[src/verilog/isc_params.svh]
`ifndef ISC_PARAMS_SVH
`define ISC_PARAMS_SVH

// ----------------------------------------------------------------------
// clock and channel count
// ----------------------------------------------------------------------
`define ISC_CLK_PERIOD_NS 5
`define ISC_NUM_CH 4

// ----------------------------------------------------------------------
// barrier timing: times as printed, cycle counts derived from the clock
// ----------------------------------------------------------------------
`define ISC_PULSE_NS 1
`define ISC_PULSE_CYC ((`ISC_PULSE_NS + `ISC_CLK_PERIOD_NS - 1) / `ISC_CLK_PERIOD_NS)
`define ISC_REFRESH_US 1
`define ISC_REFRESH_CYC ((`ISC_REFRESH_US * 1000) / `ISC_CLK_PERIOD_NS)
`define ISC_WDOG_US 5
`define ISC_WDOG_CYC ((`ISC_WDOG_US * 1000) / `ISC_CLK_PERIOD_NS)
`define ISC_REF_W 8
`define ISC_WD_W 10

// ----------------------------------------------------------------------
// converter timing and limits
// ----------------------------------------------------------------------
`define ISC_HICCUP_MS 2
`define ISC_HICCUP_CYC ((`ISC_HICCUP_MS * 1000000) / `ISC_CLK_PERIOD_NS)
`define ISC_HIC_W 19
`define ISC_PWM_PERIOD_NS 1000
`define ISC_PWM_CYC (`ISC_PWM_PERIOD_NS / `ISC_CLK_PERIOD_NS)
`define ISC_PWM_W 8
`define ISC_DUTY_MAX 8'h5A
`define ISC_ILIM_MA 1200

// ----------------------------------------------------------------------
// channel layout: set bit = reverse channel, plus watchdog defaults
// ----------------------------------------------------------------------
`define ISC_CH_DIR 4'h8
`define ISC_WDOG_DFLT 4'h0

`endif

[src/verilog/isc_pkg.sv]
package isc_pkg;

  // ----------------------------------------------------------------------
  // pulse pair crossing the barrier
  // ----------------------------------------------------------------------
  typedef struct packed {
    logic set;
    logic rst;
  } isc_pulse_t;

  // external sense levels, all asynchronous to i_clk
  typedef struct packed {
    logic pri_ok;
    logic sec_ok;
    logic vout_ok;
    logic short_det;
    logic ilim;
    logic sec_pwm;
  } isc_sense_t;

  // push-pull gate drive
  typedef struct packed {
    logic sw_a;
    logic sw_b;
  } isc_drive_t;

  // converter modes
  typedef enum logic [1:0] {
    ISC_OFF,
    ISC_SOFT,
    ISC_NORMAL,
    ISC_HICCUP
  } isc_conv_state_t;

endpackage : isc_pkg

[src/verilog/isc_channel.sv]
`timescale 1ns/1ps
`include "isc_params.svh"

module isc_channel
  import isc_pkg::*;
(
  input wire logic i_clk,
  input wire logic i_rst_n,
  input wire logic i_tx_en,
  input wire logic i_rx_en,
  input wire logic i_din,
  input wire logic i_wdog_dflt,
  output logic o_dout,
  output isc_pulse_t o_pulse
);

  localparam logic [`ISC_REF_W-1:0] REF_LAST =
    `ISC_REF_W'(`ISC_REFRESH_CYC - 1);
  localparam logic [`ISC_WD_W-1:0] WD_LAST = `ISC_WD_W'(`ISC_WDOG_CYC - 1);

  function automatic isc_pulse_t level_pulse(input logic lvl);
    isc_pulse_t p;
    p.set = lvl;
    p.rst = !lvl;
    return p;
  endfunction : level_pulse

  // ----------------------------------------------------------------------
  // encoder: one-cycle pulse per edge, start-up sample, periodic refresh
  // ----------------------------------------------------------------------
  logic tx_live_r, tx_live_nxt;
  logic last_r, last_nxt;
  logic [`ISC_REF_W-1:0] ref_cnt_r, ref_cnt_nxt;
  isc_pulse_t pulse_r, pulse_nxt;

  // a pulse of one cycle (5 ns) is the shortest the clock can carry
  always_comb begin
    tx_live_nxt = i_tx_en;
    last_nxt = 1'b0;
    ref_cnt_nxt = '0;
    pulse_nxt = '0;
    if (i_tx_en) begin
      last_nxt = i_din;
      if (!tx_live_r || i_din != last_r || ref_cnt_r == REF_LAST) begin
        pulse_nxt = level_pulse(i_din);
      end else begin
        ref_cnt_nxt = ref_cnt_r + `ISC_REF_W'(1);
      end
    end
  end

  always_ff @(posedge i_clk) begin
    if (!i_rst_n) begin
      tx_live_r <= 1'b0;
      last_r <= 1'b0;
      ref_cnt_r <= '0;
      pulse_r <= '0;
    end else begin
      tx_live_r <= tx_live_nxt;
      last_r <= last_nxt;
      ref_cnt_r <= ref_cnt_nxt;
      pulse_r <= pulse_nxt;
    end
  end

  // ----------------------------------------------------------------------
  // decoder: bistable latch with a no-pulse watchdog
  // ----------------------------------------------------------------------
  logic dout_r, dout_nxt;
  logic [`ISC_WD_W-1:0] wd_cnt_r, wd_cnt_nxt;

  // unpowered receiver reads low; watchdog count saturates once it trips
  always_comb begin
    dout_nxt = 1'b0;
    wd_cnt_nxt = '0;
    if (i_rx_en) begin
      dout_nxt = dout_r;
      if (pulse_r.set) begin
        dout_nxt = 1'b1;
      end else if (pulse_r.rst) begin
        dout_nxt = 1'b0;
      end else if (wd_cnt_r == WD_LAST) begin
        dout_nxt = i_wdog_dflt;
        wd_cnt_nxt = wd_cnt_r;
      end else begin
        wd_cnt_nxt = wd_cnt_r + `ISC_WD_W'(1);
      end
    end
  end

  always_ff @(posedge i_clk) begin
    if (!i_rst_n) begin
      dout_r <= 1'b0;
      wd_cnt_r <= '0;
    end else begin
      dout_r <= dout_nxt;
      wd_cnt_r <= wd_cnt_nxt;
    end
  end

  assign o_dout = dout_r;
  assign o_pulse = pulse_r;
endmodule : isc_channel

[src/verilog/isc_top.sv]
`timescale 1ns/1ps
`include "isc_params.svh"

// Behaviour
// - one short pulse per input edge
// - decoder set and reset by pulses
// - refresh pulses after one microsecond idle
// - watchdog forces default after five microseconds
// - first power-up starts in soft start
// - above threshold, secondary PWM takes control
// - short: stop two milliseconds, then soft start
// - short still present: repeat hiccup cycle
// - short gone after restart: normal operation
// - current limit ends each switching pulse
// - below lockout: idle, oscillator off, outputs low
// - primary outputs low until pulses arrive
// - primary inputs sampled and sent at start
// - secondary outputs low until pulse arrives
// - secondary output valid within one microsecond
// - secondary inputs sampled and sent at start
// - outputs hold until lockout or watchdog

module isc_top
  import isc_pkg::*;
#(
  parameter logic [`ISC_HIC_W-1:0] HICCUP_CYCLES =
    `ISC_HIC_W'(`ISC_HICCUP_CYC)
)
(
  input wire logic i_clk,
  input wire logic i_rst_n,
  input wire logic i_primary_supply_ok,
  input wire logic i_secondary_supply_ok,
  input wire logic i_vout_above_thr,
  input wire logic i_short_det,
  input wire logic i_ilim,
  input wire logic i_sec_pwm,
  input wire logic [`ISC_NUM_CH-1:0] i_pri_in,
  input wire logic [`ISC_NUM_CH-1:0] i_sec_in,
  output logic [`ISC_NUM_CH-1:0] o_pri_out,
  output logic [`ISC_NUM_CH-1:0] o_sec_out,
  output logic o_primary_switch_a,
  output logic o_primary_switch_b,
  output logic o_osc_en,
  output isc_conv_state_t o_conv_state
);

  // last values of the PWM and hiccup counters; PWM wraps back to zero, hiccup holds at its last value
  localparam logic [`ISC_PWM_W-1:0] PWM_LAST =
    `ISC_PWM_W'(`ISC_PWM_CYC - 1);
  localparam logic [`ISC_HIC_W-1:0] HIC_LAST =
    HICCUP_CYCLES - `ISC_HIC_W'(1);

  // ----------------------------------------------------------------------
  // pin synchronisers
  // ----------------------------------------------------------------------
  isc_sense_t sense_s1_r, sense_s2_r;
  logic [`ISC_NUM_CH-1:0] pri_s1_r, pri_s2_r;
  logic [`ISC_NUM_CH-1:0] sec_s1_r, sec_s2_r;

  // every pin is asynchronous; first stage feeds only the second stage
  always_ff @(posedge i_clk) begin
    if (!i_rst_n) begin
      sense_s1_r <= '0;
      sense_s2_r <= '0;
      pri_s1_r <= '0;
      pri_s2_r <= '0;
      sec_s1_r <= '0;
      sec_s2_r <= '0;
    end else begin
      sense_s1_r <= '{i_primary_supply_ok, i_secondary_supply_ok,
                      i_vout_above_thr, i_short_det, i_ilim, i_sec_pwm};
      sense_s2_r <= sense_s1_r;
      pri_s1_r <= i_pri_in;
      pri_s2_r <= pri_s1_r;
      sec_s1_r <= i_sec_in;
      sec_s2_r <= sec_s1_r;
    end
  end

  logic pri_ok, sec_ok;
  assign pri_ok = sense_s2_r.pri_ok;
  assign sec_ok = sense_s2_r.sec_ok;

  // ----------------------------------------------------------------------
  // data channels
  // ----------------------------------------------------------------------
  localparam logic [`ISC_NUM_CH-1:0] CH_DIR = `ISC_CH_DIR;
  localparam logic [`ISC_NUM_CH-1:0] CH_DFLT = `ISC_WDOG_DFLT;
  logic [`ISC_NUM_CH-1:0] ch_dout;

  // each channel's encoder sits on its input side, decoder on the other
  for (genvar g = 0; g < `ISC_NUM_CH; g++) begin : g_ch
    isc_channel u_ch (
      .i_clk(i_clk),
      .i_rst_n(i_rst_n),
      .i_tx_en(CH_DIR[g] ? sec_ok : pri_ok),
      .i_rx_en(CH_DIR[g] ? pri_ok : sec_ok),
      .i_din(CH_DIR[g] ? sec_s2_r[g] : pri_s2_r[g]),
      .i_wdog_dflt(CH_DFLT[g]),
      .o_dout(ch_dout[g]),
      .o_pulse()
    );
    // unused direction reads low so no undefined state leaks out
    assign o_pri_out[g] = CH_DIR[g] ? ch_dout[g] : 1'b0;
    assign o_sec_out[g] = CH_DIR[g] ? 1'b0 : ch_dout[g];
  end

  // ----------------------------------------------------------------------
  // converter state machine and push-pull PWM
  // ----------------------------------------------------------------------
  isc_conv_state_t state_r, state_nxt;
  logic [`ISC_PWM_W-1:0] duty_r, duty_nxt;
  logic [`ISC_PWM_W-1:0] pwm_cnt_r, pwm_cnt_nxt;
  logic phase_r, phase_nxt;
  logic [`ISC_HIC_W-1:0] hic_cnt_r, hic_cnt_nxt;
  logic ilim_hit_r, ilim_hit_nxt;
  isc_drive_t drive_r, drive_nxt;
  logic pwm_wrap;
  logic soft_end;
  logic drive_on;

  assign pwm_wrap = (pwm_cnt_r == PWM_LAST);
  assign soft_end = sense_s2_r.vout_ok || (duty_r == `ISC_DUTY_MAX);

  // soft start ignores a short until its ramp ends, so a hard short
  // costs one full ramp plus the off time per hiccup round
  always_comb begin
    state_nxt = state_r;
    duty_nxt = duty_r;
    hic_cnt_nxt = hic_cnt_r;
    pwm_cnt_nxt = pwm_wrap ? '0 : pwm_cnt_r + `ISC_PWM_W'(1);
    phase_nxt = pwm_wrap ? !phase_r : phase_r;
    case (state_r)
      ISC_OFF: begin
        state_nxt = ISC_SOFT;
        duty_nxt = '0;
        pwm_cnt_nxt = '0;
        phase_nxt = 1'b0;
      end
      ISC_SOFT: begin
        if (pwm_wrap && duty_r != `ISC_DUTY_MAX) begin
          duty_nxt = duty_r + `ISC_PWM_W'(1);
        end
        if (soft_end && sense_s2_r.short_det) begin
          state_nxt = ISC_HICCUP;
          hic_cnt_nxt = '0;
        end else if (sense_s2_r.vout_ok) begin
          state_nxt = ISC_NORMAL;
        end
      end
      ISC_NORMAL: begin
        if (sense_s2_r.short_det) begin
          state_nxt = ISC_HICCUP;
          hic_cnt_nxt = '0;
        end
      end
      ISC_HICCUP: begin
        if (hic_cnt_r == HIC_LAST) begin
          state_nxt = ISC_SOFT;
          duty_nxt = '0;
        end else begin
          hic_cnt_nxt = hic_cnt_r + `ISC_HIC_W'(1);
        end
      end
      default: begin
        state_nxt = ISC_OFF;
      end
    endcase
    // lockout overrides everything and parks the oscillator
    if (!pri_ok) begin
      state_nxt = ISC_OFF;
      duty_nxt = '0;
      pwm_cnt_nxt = '0;
      phase_nxt = 1'b0;
      hic_cnt_nxt = '0;
    end
  end

  // current limit blocks the rest of the period; cleared at its start
  always_comb begin
    ilim_hit_nxt = (pwm_wrap ? 1'b0 : ilim_hit_r) | sense_s2_r.ilim;
    drive_on = 1'b0;
    if (state_nxt == ISC_SOFT) begin
      drive_on = (pwm_cnt_nxt < duty_nxt);
    end else if (state_nxt == ISC_NORMAL) begin
      drive_on = sense_s2_r.sec_pwm && (pwm_cnt_nxt < `ISC_DUTY_MAX);
    end
    drive_on = drive_on && !ilim_hit_nxt;
    drive_nxt.sw_a = drive_on && !phase_nxt;
    drive_nxt.sw_b = drive_on && phase_nxt;
  end

  always_ff @(posedge i_clk) begin
    if (!i_rst_n) begin
      state_r <= ISC_OFF;
      duty_r <= '0;
      pwm_cnt_r <= '0;
      phase_r <= 1'b0;
      hic_cnt_r <= '0;
      ilim_hit_r <= 1'b0;
      drive_r <= '0;
    end else begin
      state_r <= state_nxt;
      duty_r <= duty_nxt;
      pwm_cnt_r <= pwm_cnt_nxt;
      phase_r <= phase_nxt;
      hic_cnt_r <= hic_cnt_nxt;
      ilim_hit_r <= ilim_hit_nxt;
      drive_r <= drive_nxt;
    end
  end

  // ----------------------------------------------------------------------
  // outputs
  // ----------------------------------------------------------------------
  assign o_primary_switch_a = drive_r.sw_a;
  assign o_primary_switch_b = drive_r.sw_b;
  assign o_osc_en = (state_r != ISC_OFF);
  assign o_conv_state = state_r;
endmodule : isc_top

[config.mk]
export PLATFORM = sky130hd
export DESIGN_NAME = isc_top
export DESIGN_NICKNAME = d
export VERILOG_FILES = /design/src/verilog/isc_pkg.sv /design/src/verilog/isc_channel.sv /design/src/verilog/isc_top.sv
export VERILOG_INCLUDE_DIRS = /design/src /design/src/verilog
export SDC_FILE = /design/constraint.sdc
export NUM_CORES = 1
export LEC_CHECK = 0
export BUFFER_PORTS_ARGS = -buffer_cell sky130_fd_sc_hd__buf_2
export CAP_MARGIN = 20
export CORE_UTILIZATION = 45
export DETAILED_ROUTE_END_ITERATION = 16
export PLACE_DENSITY = 0.62
export SLEW_MARGIN = 0
export SYNTH_ARGS = -nofsm -noshare
export SYNTH_HDL_FRONTEND = slang
export SYNTH_SLANG_ARGS = --single-unit
[constraint.sdc]
create_clock -name i_clk -period 3.8 [get_ports i_clk]
set_input_delay 0.95 -clock i_clk [delete_from_list [all_inputs] [get_ports i_clk]]
set_output_delay 0.95 -clock i_clk [all_outputs]
set_load 0.01 [all_outputs]
; ---- Word level (Yosys, flattened, before mapping)
; Cells that the tools add are included.
[op_classes]
order_cmp = 2
n_mux = 35
n_reduce_logical = 46
eq_ne = 24
bitwise_logic = 4
n_addsub = 11
[ops]
columns = op, n
row1 = $mux 19, 3
row2 = $pmux 19 s3, 1
row3 = $add 8x1->8 const B, 6
row4 = $mux 8, 6
row5 = $add 10x1->10 const B, 4
row6 = $eq 10x10->1 const B, 4
row7 = $eq 8x8->1 const B, 5
row8 = $pmux 8 s3, 1
row9 = $add 19x1->19 const B, 1
row10 = $eq 19x19->1 const B, 1
row11 = $mux 1, 18
row12 = $reduce_or 4->1, 4
row13 = $reduce_bool 3->1, 5
row14 = $reduce_and 3->1, 4
row15 = $reduce_or 3->1, 4
row16 = $mux 2, 5
row17 = $logic_not 1->1, 9
row18 = $logic_or 1x1->1, 9
row19 = $eq 8x7->1 const B, 1
row20 = $lt 8x7->1 const B, 1
row21 = $lt 8x8->1, 1
row22 = $ne 8x7->1 const B, 1
row23 = $pmux 2 s4, 1
row24 = $eq 2x2->1 const B, 3
row25 = other kinds (10), 24
[word_totals]
regBits = 157
input_bits = 16
output_inout_bits = 13
wordCells = 172

; ---- Logic depth before layout (Yosys ltp)
[depth]
ltp_word = 11
ltp_mapped = 15
depth_no_buf = 14

; ---- Modules after synthesis
; A second synthesis with hierarchy kept.
[hier_totals]
hier_cells = 765
hier_area_um2 = 7031.7
[modules_own_cells]
columns = mod, n_inst, area_each_um2, seq_area_each_um2, cells_per_inst
row1 = isc_channel, 4, 999.7, 460.4, 106
row2 = isc_top, 1, 3032.9, 1221.2, 341

; ---- Least setup slack after synthesis
; OpenSTA, ideal clock, no wires.
[synth_path]
path_kind = register -> register
startpoint = reg pwm_cnt_r[0]
endpoint = reg drive_r (netlist bit o_primary_switch_a)
path_slack_ps = 719
period_less_slack_ps = 3081
required_time_ps = 3720
setup_ps = 80
arrival_time_ps = 3002
path_buffers = 1
path_stages_with_launch = 15
path_cell_list = dfxtp_1 ha_1 and4bb_2 and2_1 clkbuf_1 nand4_1 or3_1 o21ai_1 nand2_1 ha_1 a21o_1 a211oi_1 o31ai_1 a211oi_1 nor3b_1
[synth_between]
elab_chain_cells = 10
word_cells_on_any_way = 23
cone_classes = 1 x add/sub / 2 x order compare / 1 x eq/ne / 12 x mux / 1 x bitwise / 6 x reduce/logical
[synth_lines]
columns = item, line
row1 = from (decl), isc_top.sv:114  ; logic [`ISC_PWM_W-1:0] pwm_cnt_r, pwm_cnt_nxt;
row2 = from (signal assigned), isc_top.sv:206  ; pwm_cnt_r <= pwm_cnt_nxt;
row3 = $add 8x1->8 or $eq 8x8->1 (tied branches), "isc_top.sv:132, isc_top.sv:123"
row4 = $mux 8, isc_top.sv:132  ; pwm_cnt_nxt = pwm_wrap ? '0 : pwm_cnt_r + `ISC_PWM_W'(1);
row5 = $mux 8, isc_top.sv:134  ; case (state_r)
row6 = $mux 8, isc_top.sv:171  ; if (!pri_ok) begin
row7 = $lt 8x7->1 (no line), n/a
row8 = $logic_and 1x1->1, isc_top.sv:187  ; drive_on = sense_s2_r.sec_pwm && (pwm_cnt_nxt < `ISC_DUTY_MAX);
row9 = $mux 1, isc_top.sv:186  ; end else if (state_nxt == ISC_NORMAL) begin
row10 = $mux 1, isc_top.sv:184  ; if (state_nxt == ISC_SOFT) begin
row11 = $logic_and 1x1->1, isc_top.sv:189  ; drive_on = drive_on && !ilim_hit_nxt;
row12 = $logic_and 1x1->1 *, isc_top.sv:190  ; drive_nxt.sw_a = drive_on && !phase_nxt;
row13 = to (signal assigned), isc_top.sv:210  ; drive_r <= drive_nxt;
row14 = to (decl), isc_top.sv:118  ; isc_drive_t drive_r, drive_nxt;
; Every way passes the cells marked *; elsewhere a longest branch is shown, timed or not.
; A chain may end at the register's enable or synchronous reset.

; ---- Worst setup path in the final report
; Same ends and word-level chain as after synthesis.

==> flow_summary_export.csv <==
group,metric,value,unit
worst_setup_path,critPathArrivalTime,3.73,ns
run,maxCapViolCount,0,
grt,grt_max_degree,32,
power,p_total,3.334,mW
power,power_frac_comb,0.015,
worst_setup_path,cp_slowest_cell,"dfxtp_1",
worst_setup_path,cp_max_fo,7,
finish,mostFrequentLayoutCell,"dfxtp_1",
grt,grt_overflow,0,
finish,drive_above_1_share,0.08545,
grt,grt_usage,0.1820,
sta,tns,0,ns
worst_setup_path,required,4.13,ns
worst_setup_path,cp_cell_sequence,"ha_1 -> and4bb_2 -> and2_2 -> nand4_1 -> or3_1 -> o21ai_1 -> nand2_1 -> ha_1 -> a21o_1 -> a211oi_1 -> o31ai_1 -> a211oi_1 -> nor3b_1",
sta,slew_viol_final,0,
finish,fin_area,7307,um^2
finish,final_cell_mix,"dfxtp_1, nor2_1, xor2_1, nand2_1",
detailed_routing,drt-total-wl,12.37,mm
synthesis,yosys_warnings,0,
power,power.density,456.2,nW/um^2
synthesis,ys_types,55,
worst_setup_path,r2r_slack,0.39,ns
floorplan,core_area,13930,um^2
clock_network,clock_sinks,151,
sta,clock_skew,0.007134,ns
min_path,min_delay_path_depth,1,
sta,finalHoldViolCount,0,
worst_setup_path,end_kind,"flop",
sta,finalCritPeriodShare,0.8969,
sta,finalCriticalPeriod,3.408,ns
clock_network,cts_setup_buffers,0,
floorplan,chipHeight,121.9,um
power,peakVddDrop,328.6,uV
detailed_routing,via_per_inst,5.297,
min_path,hp-class,"flop to flop",
clock_network,numCtsBuffers,17,
synthesis,synth_area_per_cell,9.040,um^2
clock_network,cts_tree,"done",
worst_setup_path,r2r_end,"o_primary_switch_a",
floorplan,pin_count,29,
placement,place_area,6709,um^2
detailed_routing,first_pass_iters,4,
synthesis,yosysSeqAreaShare,0.4670,
detailed_routing,wl_per_cell,13.32,um
worst_setup_path,reg2reg_depth,13,
synthesis,synthCells,716,
clock_network,clockBufferDepth,2,
placement,finalWeightedCongestion,0.8112,
synthesis,synth_ff_type,"dfxtp_1",
clock_network,cts_root_buffer,"clkbuf_16",
finish,nets,772,
power,p_sw,656.1,uW
power,p_int,2.677,mW
floorplan,start_util,0.4645,
detailed_routing,num_vias,4921,
finish,nFillCells,1275,
min_path,hold_path_end,"sense_s2_r[2]",
worst_setup_path,max_stage_delay,0.38,ns
sta,slew_headroom,0.4083,
finish,multi_input_area,3272,um^2
floorplan,fp.dieArea,14870,um^2
finish,antennaDiodeCount,0,
grt,antenna_found_initial,0,
synthesis,async_reset_ff_frac,0,
synthesis,synth-edff-count,0,
synthesis,ys_ff_latch,151,
worst_setup_path,worstSetupPathType,"flop to flop",
grt,first_global_vias,4747,
power,p_sw_frac,0.1968,
sta,finalSetupViolations,0,
detailed_routing,ant_nets,0,
clock_network,clk_latency,0.41,ns
min_path,hold_path_startpoint,"sense_s1_r[2]",
finish,area_delta_synth_final,12.89,%
power,power_leakage,2.726,nW
floorplan,rows,43,
floorplan,die_width,121.9,um
synthesis,synth_area,6472,um^2
finish,seqCellArea,3023,um^2
clock_network,clkTransAtPathRegs,0.06,ns
detailed_routing,drc_errors,0,
sta,rsz0062_at_grt,"no",
placement,place_hpwl,8.509,mm
clock_network,h-tree-depth,4,
grt,grt_pass1_wl,21.31,mm
power,clkPwrFrac,0.503,
power,pwr-share-seq,0.482,
placement,port-buffer-count,20,
sta,timing.fmax,293.4,MHz
detailed_routing,dr.first_iter.drc_count,288,
worst_setup_path,worstReg2RegStart,"pwm_cnt_r[0]",
run_status,status,"finished, final reports clean",
sta,tightestPinTransition,0.8794,ns
worst_setup_path,critPathLaunchType,"flop",
logic make-up after synthesis:
| group | count (synthesis) | synth area share |
|---|---|---|
| and+or+nand+nor | 329 | 0.2668 |
| DFF | 151 | 0.4670 |
| AOI/OAI and AO/OA | 102 | 0.1013 |
| xor gates and xnor gates | 68 | 0.09202 |
| buffers and inverters | 42 | 0.02938 |
| adders and majority gates | 19 | 0.03673 |
| muxes | 4 | 0.006186 |
| other | 1 | 0.0005794 |
stage by stage:
stage | instances | hold WS (ns) | utilization | setup WS (ns)
3_3_place_gp | 897 | 0.4146 | 0.4815 | 0.4632
6_report | 929 | 0.4305 | 0.5244 | 0.3919
4_1_cts | 928 | 0.4339 | 0.5238 | 0.3424
3_5_place_dp | 897 | 0.4202 | 0.4815 | 0.3889
5_1_grt | 929 | 0.4394 | 0.5244 | 0.05976
2_1_floorplan | 719 | 0.4119 | - | 0.7187
state kept, by name, indices dropped and copies added, names as in the netlist:
signal,cells
g_ch.u_ch.wd_cnt_r,40
g_ch.u_ch.ref_cnt_r,32
hic_cnt_r,19
duty_r,8
g_ch.u_ch.o_pulse,8
pwm_cnt_r,8
sense_s1_r,6
g_ch.u_ch.last_r,4
g_ch.u_ch.o_dout,4
sense_s2_r,4
pri_s1_r,3
pri_s2_r,3
g_ch.u_ch.tx_live_r,2
o_conv_state,2
ilim_hit_r,1
o_primary_switch_a,1
o_primary_switch_b,1
phase_r,1
pri_ok,1
sec_ok,1
sec_s1_r,1
sec_s2_r,1
cell usage after synthesis, types with 19 or more instances:
master / n / area, um^2
nand2_1: 42 / 157.7
nand3_1: 31 / 155.2
dfxtp_1: 151 / 3023
xor2_1: 47 / 411.6
o21ai_0: 23 / 115.1
a21oi_1: 27 / 135.1
or3_1: 22 / 137.6
nor2_1: 99 / 371.6
xnor2_1: 21 / 183.9
and3_1: 31 / 193.9
and2_1: 32 / 200.2
ha_1: 19 / 237.7
worst max path at each step:
stage | start | end | slack (ns) | cells after the start
floorplan | pwm_cnt_r[0] | o_primary_switch_a | 0.72 | 14
global placement | pwm_cnt_r[0] | o_primary_switch_a | 0.46 | 13
detailed placement | pwm_cnt_r[0] | o_primary_switch_a | 0.39 | 13
CTS | pwm_cnt_r[0] | o_primary_switch_a | 0.34 | 13
global route | pwm_cnt_r[0] | o_primary_switch_a | 0.06 | 13
finish | pwm_cnt_r[0] | o_primary_switch_a | 0.39 | 13
layout make-up:
type / instances / area share
inverter: 16 / 0.008219
sequential: 151 / 0.4137
multi-input combinational: 526 / 0.4478
tap: 180 / 0.03082
clock inverter: 9 / 0.01712
clock buffer: 22 / 0.06353
timing repair buffer: 25 / 0.01884
power groups by stage:
| stage | clock, mW | sequential [mW] | combinational (mW) |
|---|---|---|---|
| after floorplan | 0 | 1.64 | 0.0375 |
| after global placement | 0 | 1.64 | 0.0503 |
| after detailed placement | 0 | 1.64 | 0.0511 |
| after CTS | 1.72 | 1.61 | 0.0513 |
| after global routing | 1.79 | 1.61 | 0.0572 |
| final | 1.68 | 1.61 | 0.0503 |
critical path, delay by kind of cell (launching register included):
kind / cells / cell delay, ns
flip-flops: 1 / 0.38
AO/OA/AOI/OAI: 5 / 0.95
adder cells (fa/ha/maj): 2 / 0.62
AND/OR/NAND/NOR: 6 / 1.38
what timing repair did:
action | CTS | global route
hold buffers | 0 | 0
endpoints found under the setup margin | 0 | 1
resized for setup | 0 | 1
per-layer routing:
metal / GRT usage / wire length [um]
met5: 0 / 0
met4: 0.05864 / 97
met3: 0.05056 / 397
met2: 0.3167 / 6087
met1: 0.2147 / 5787
Power figures use the tool's default switching activity.
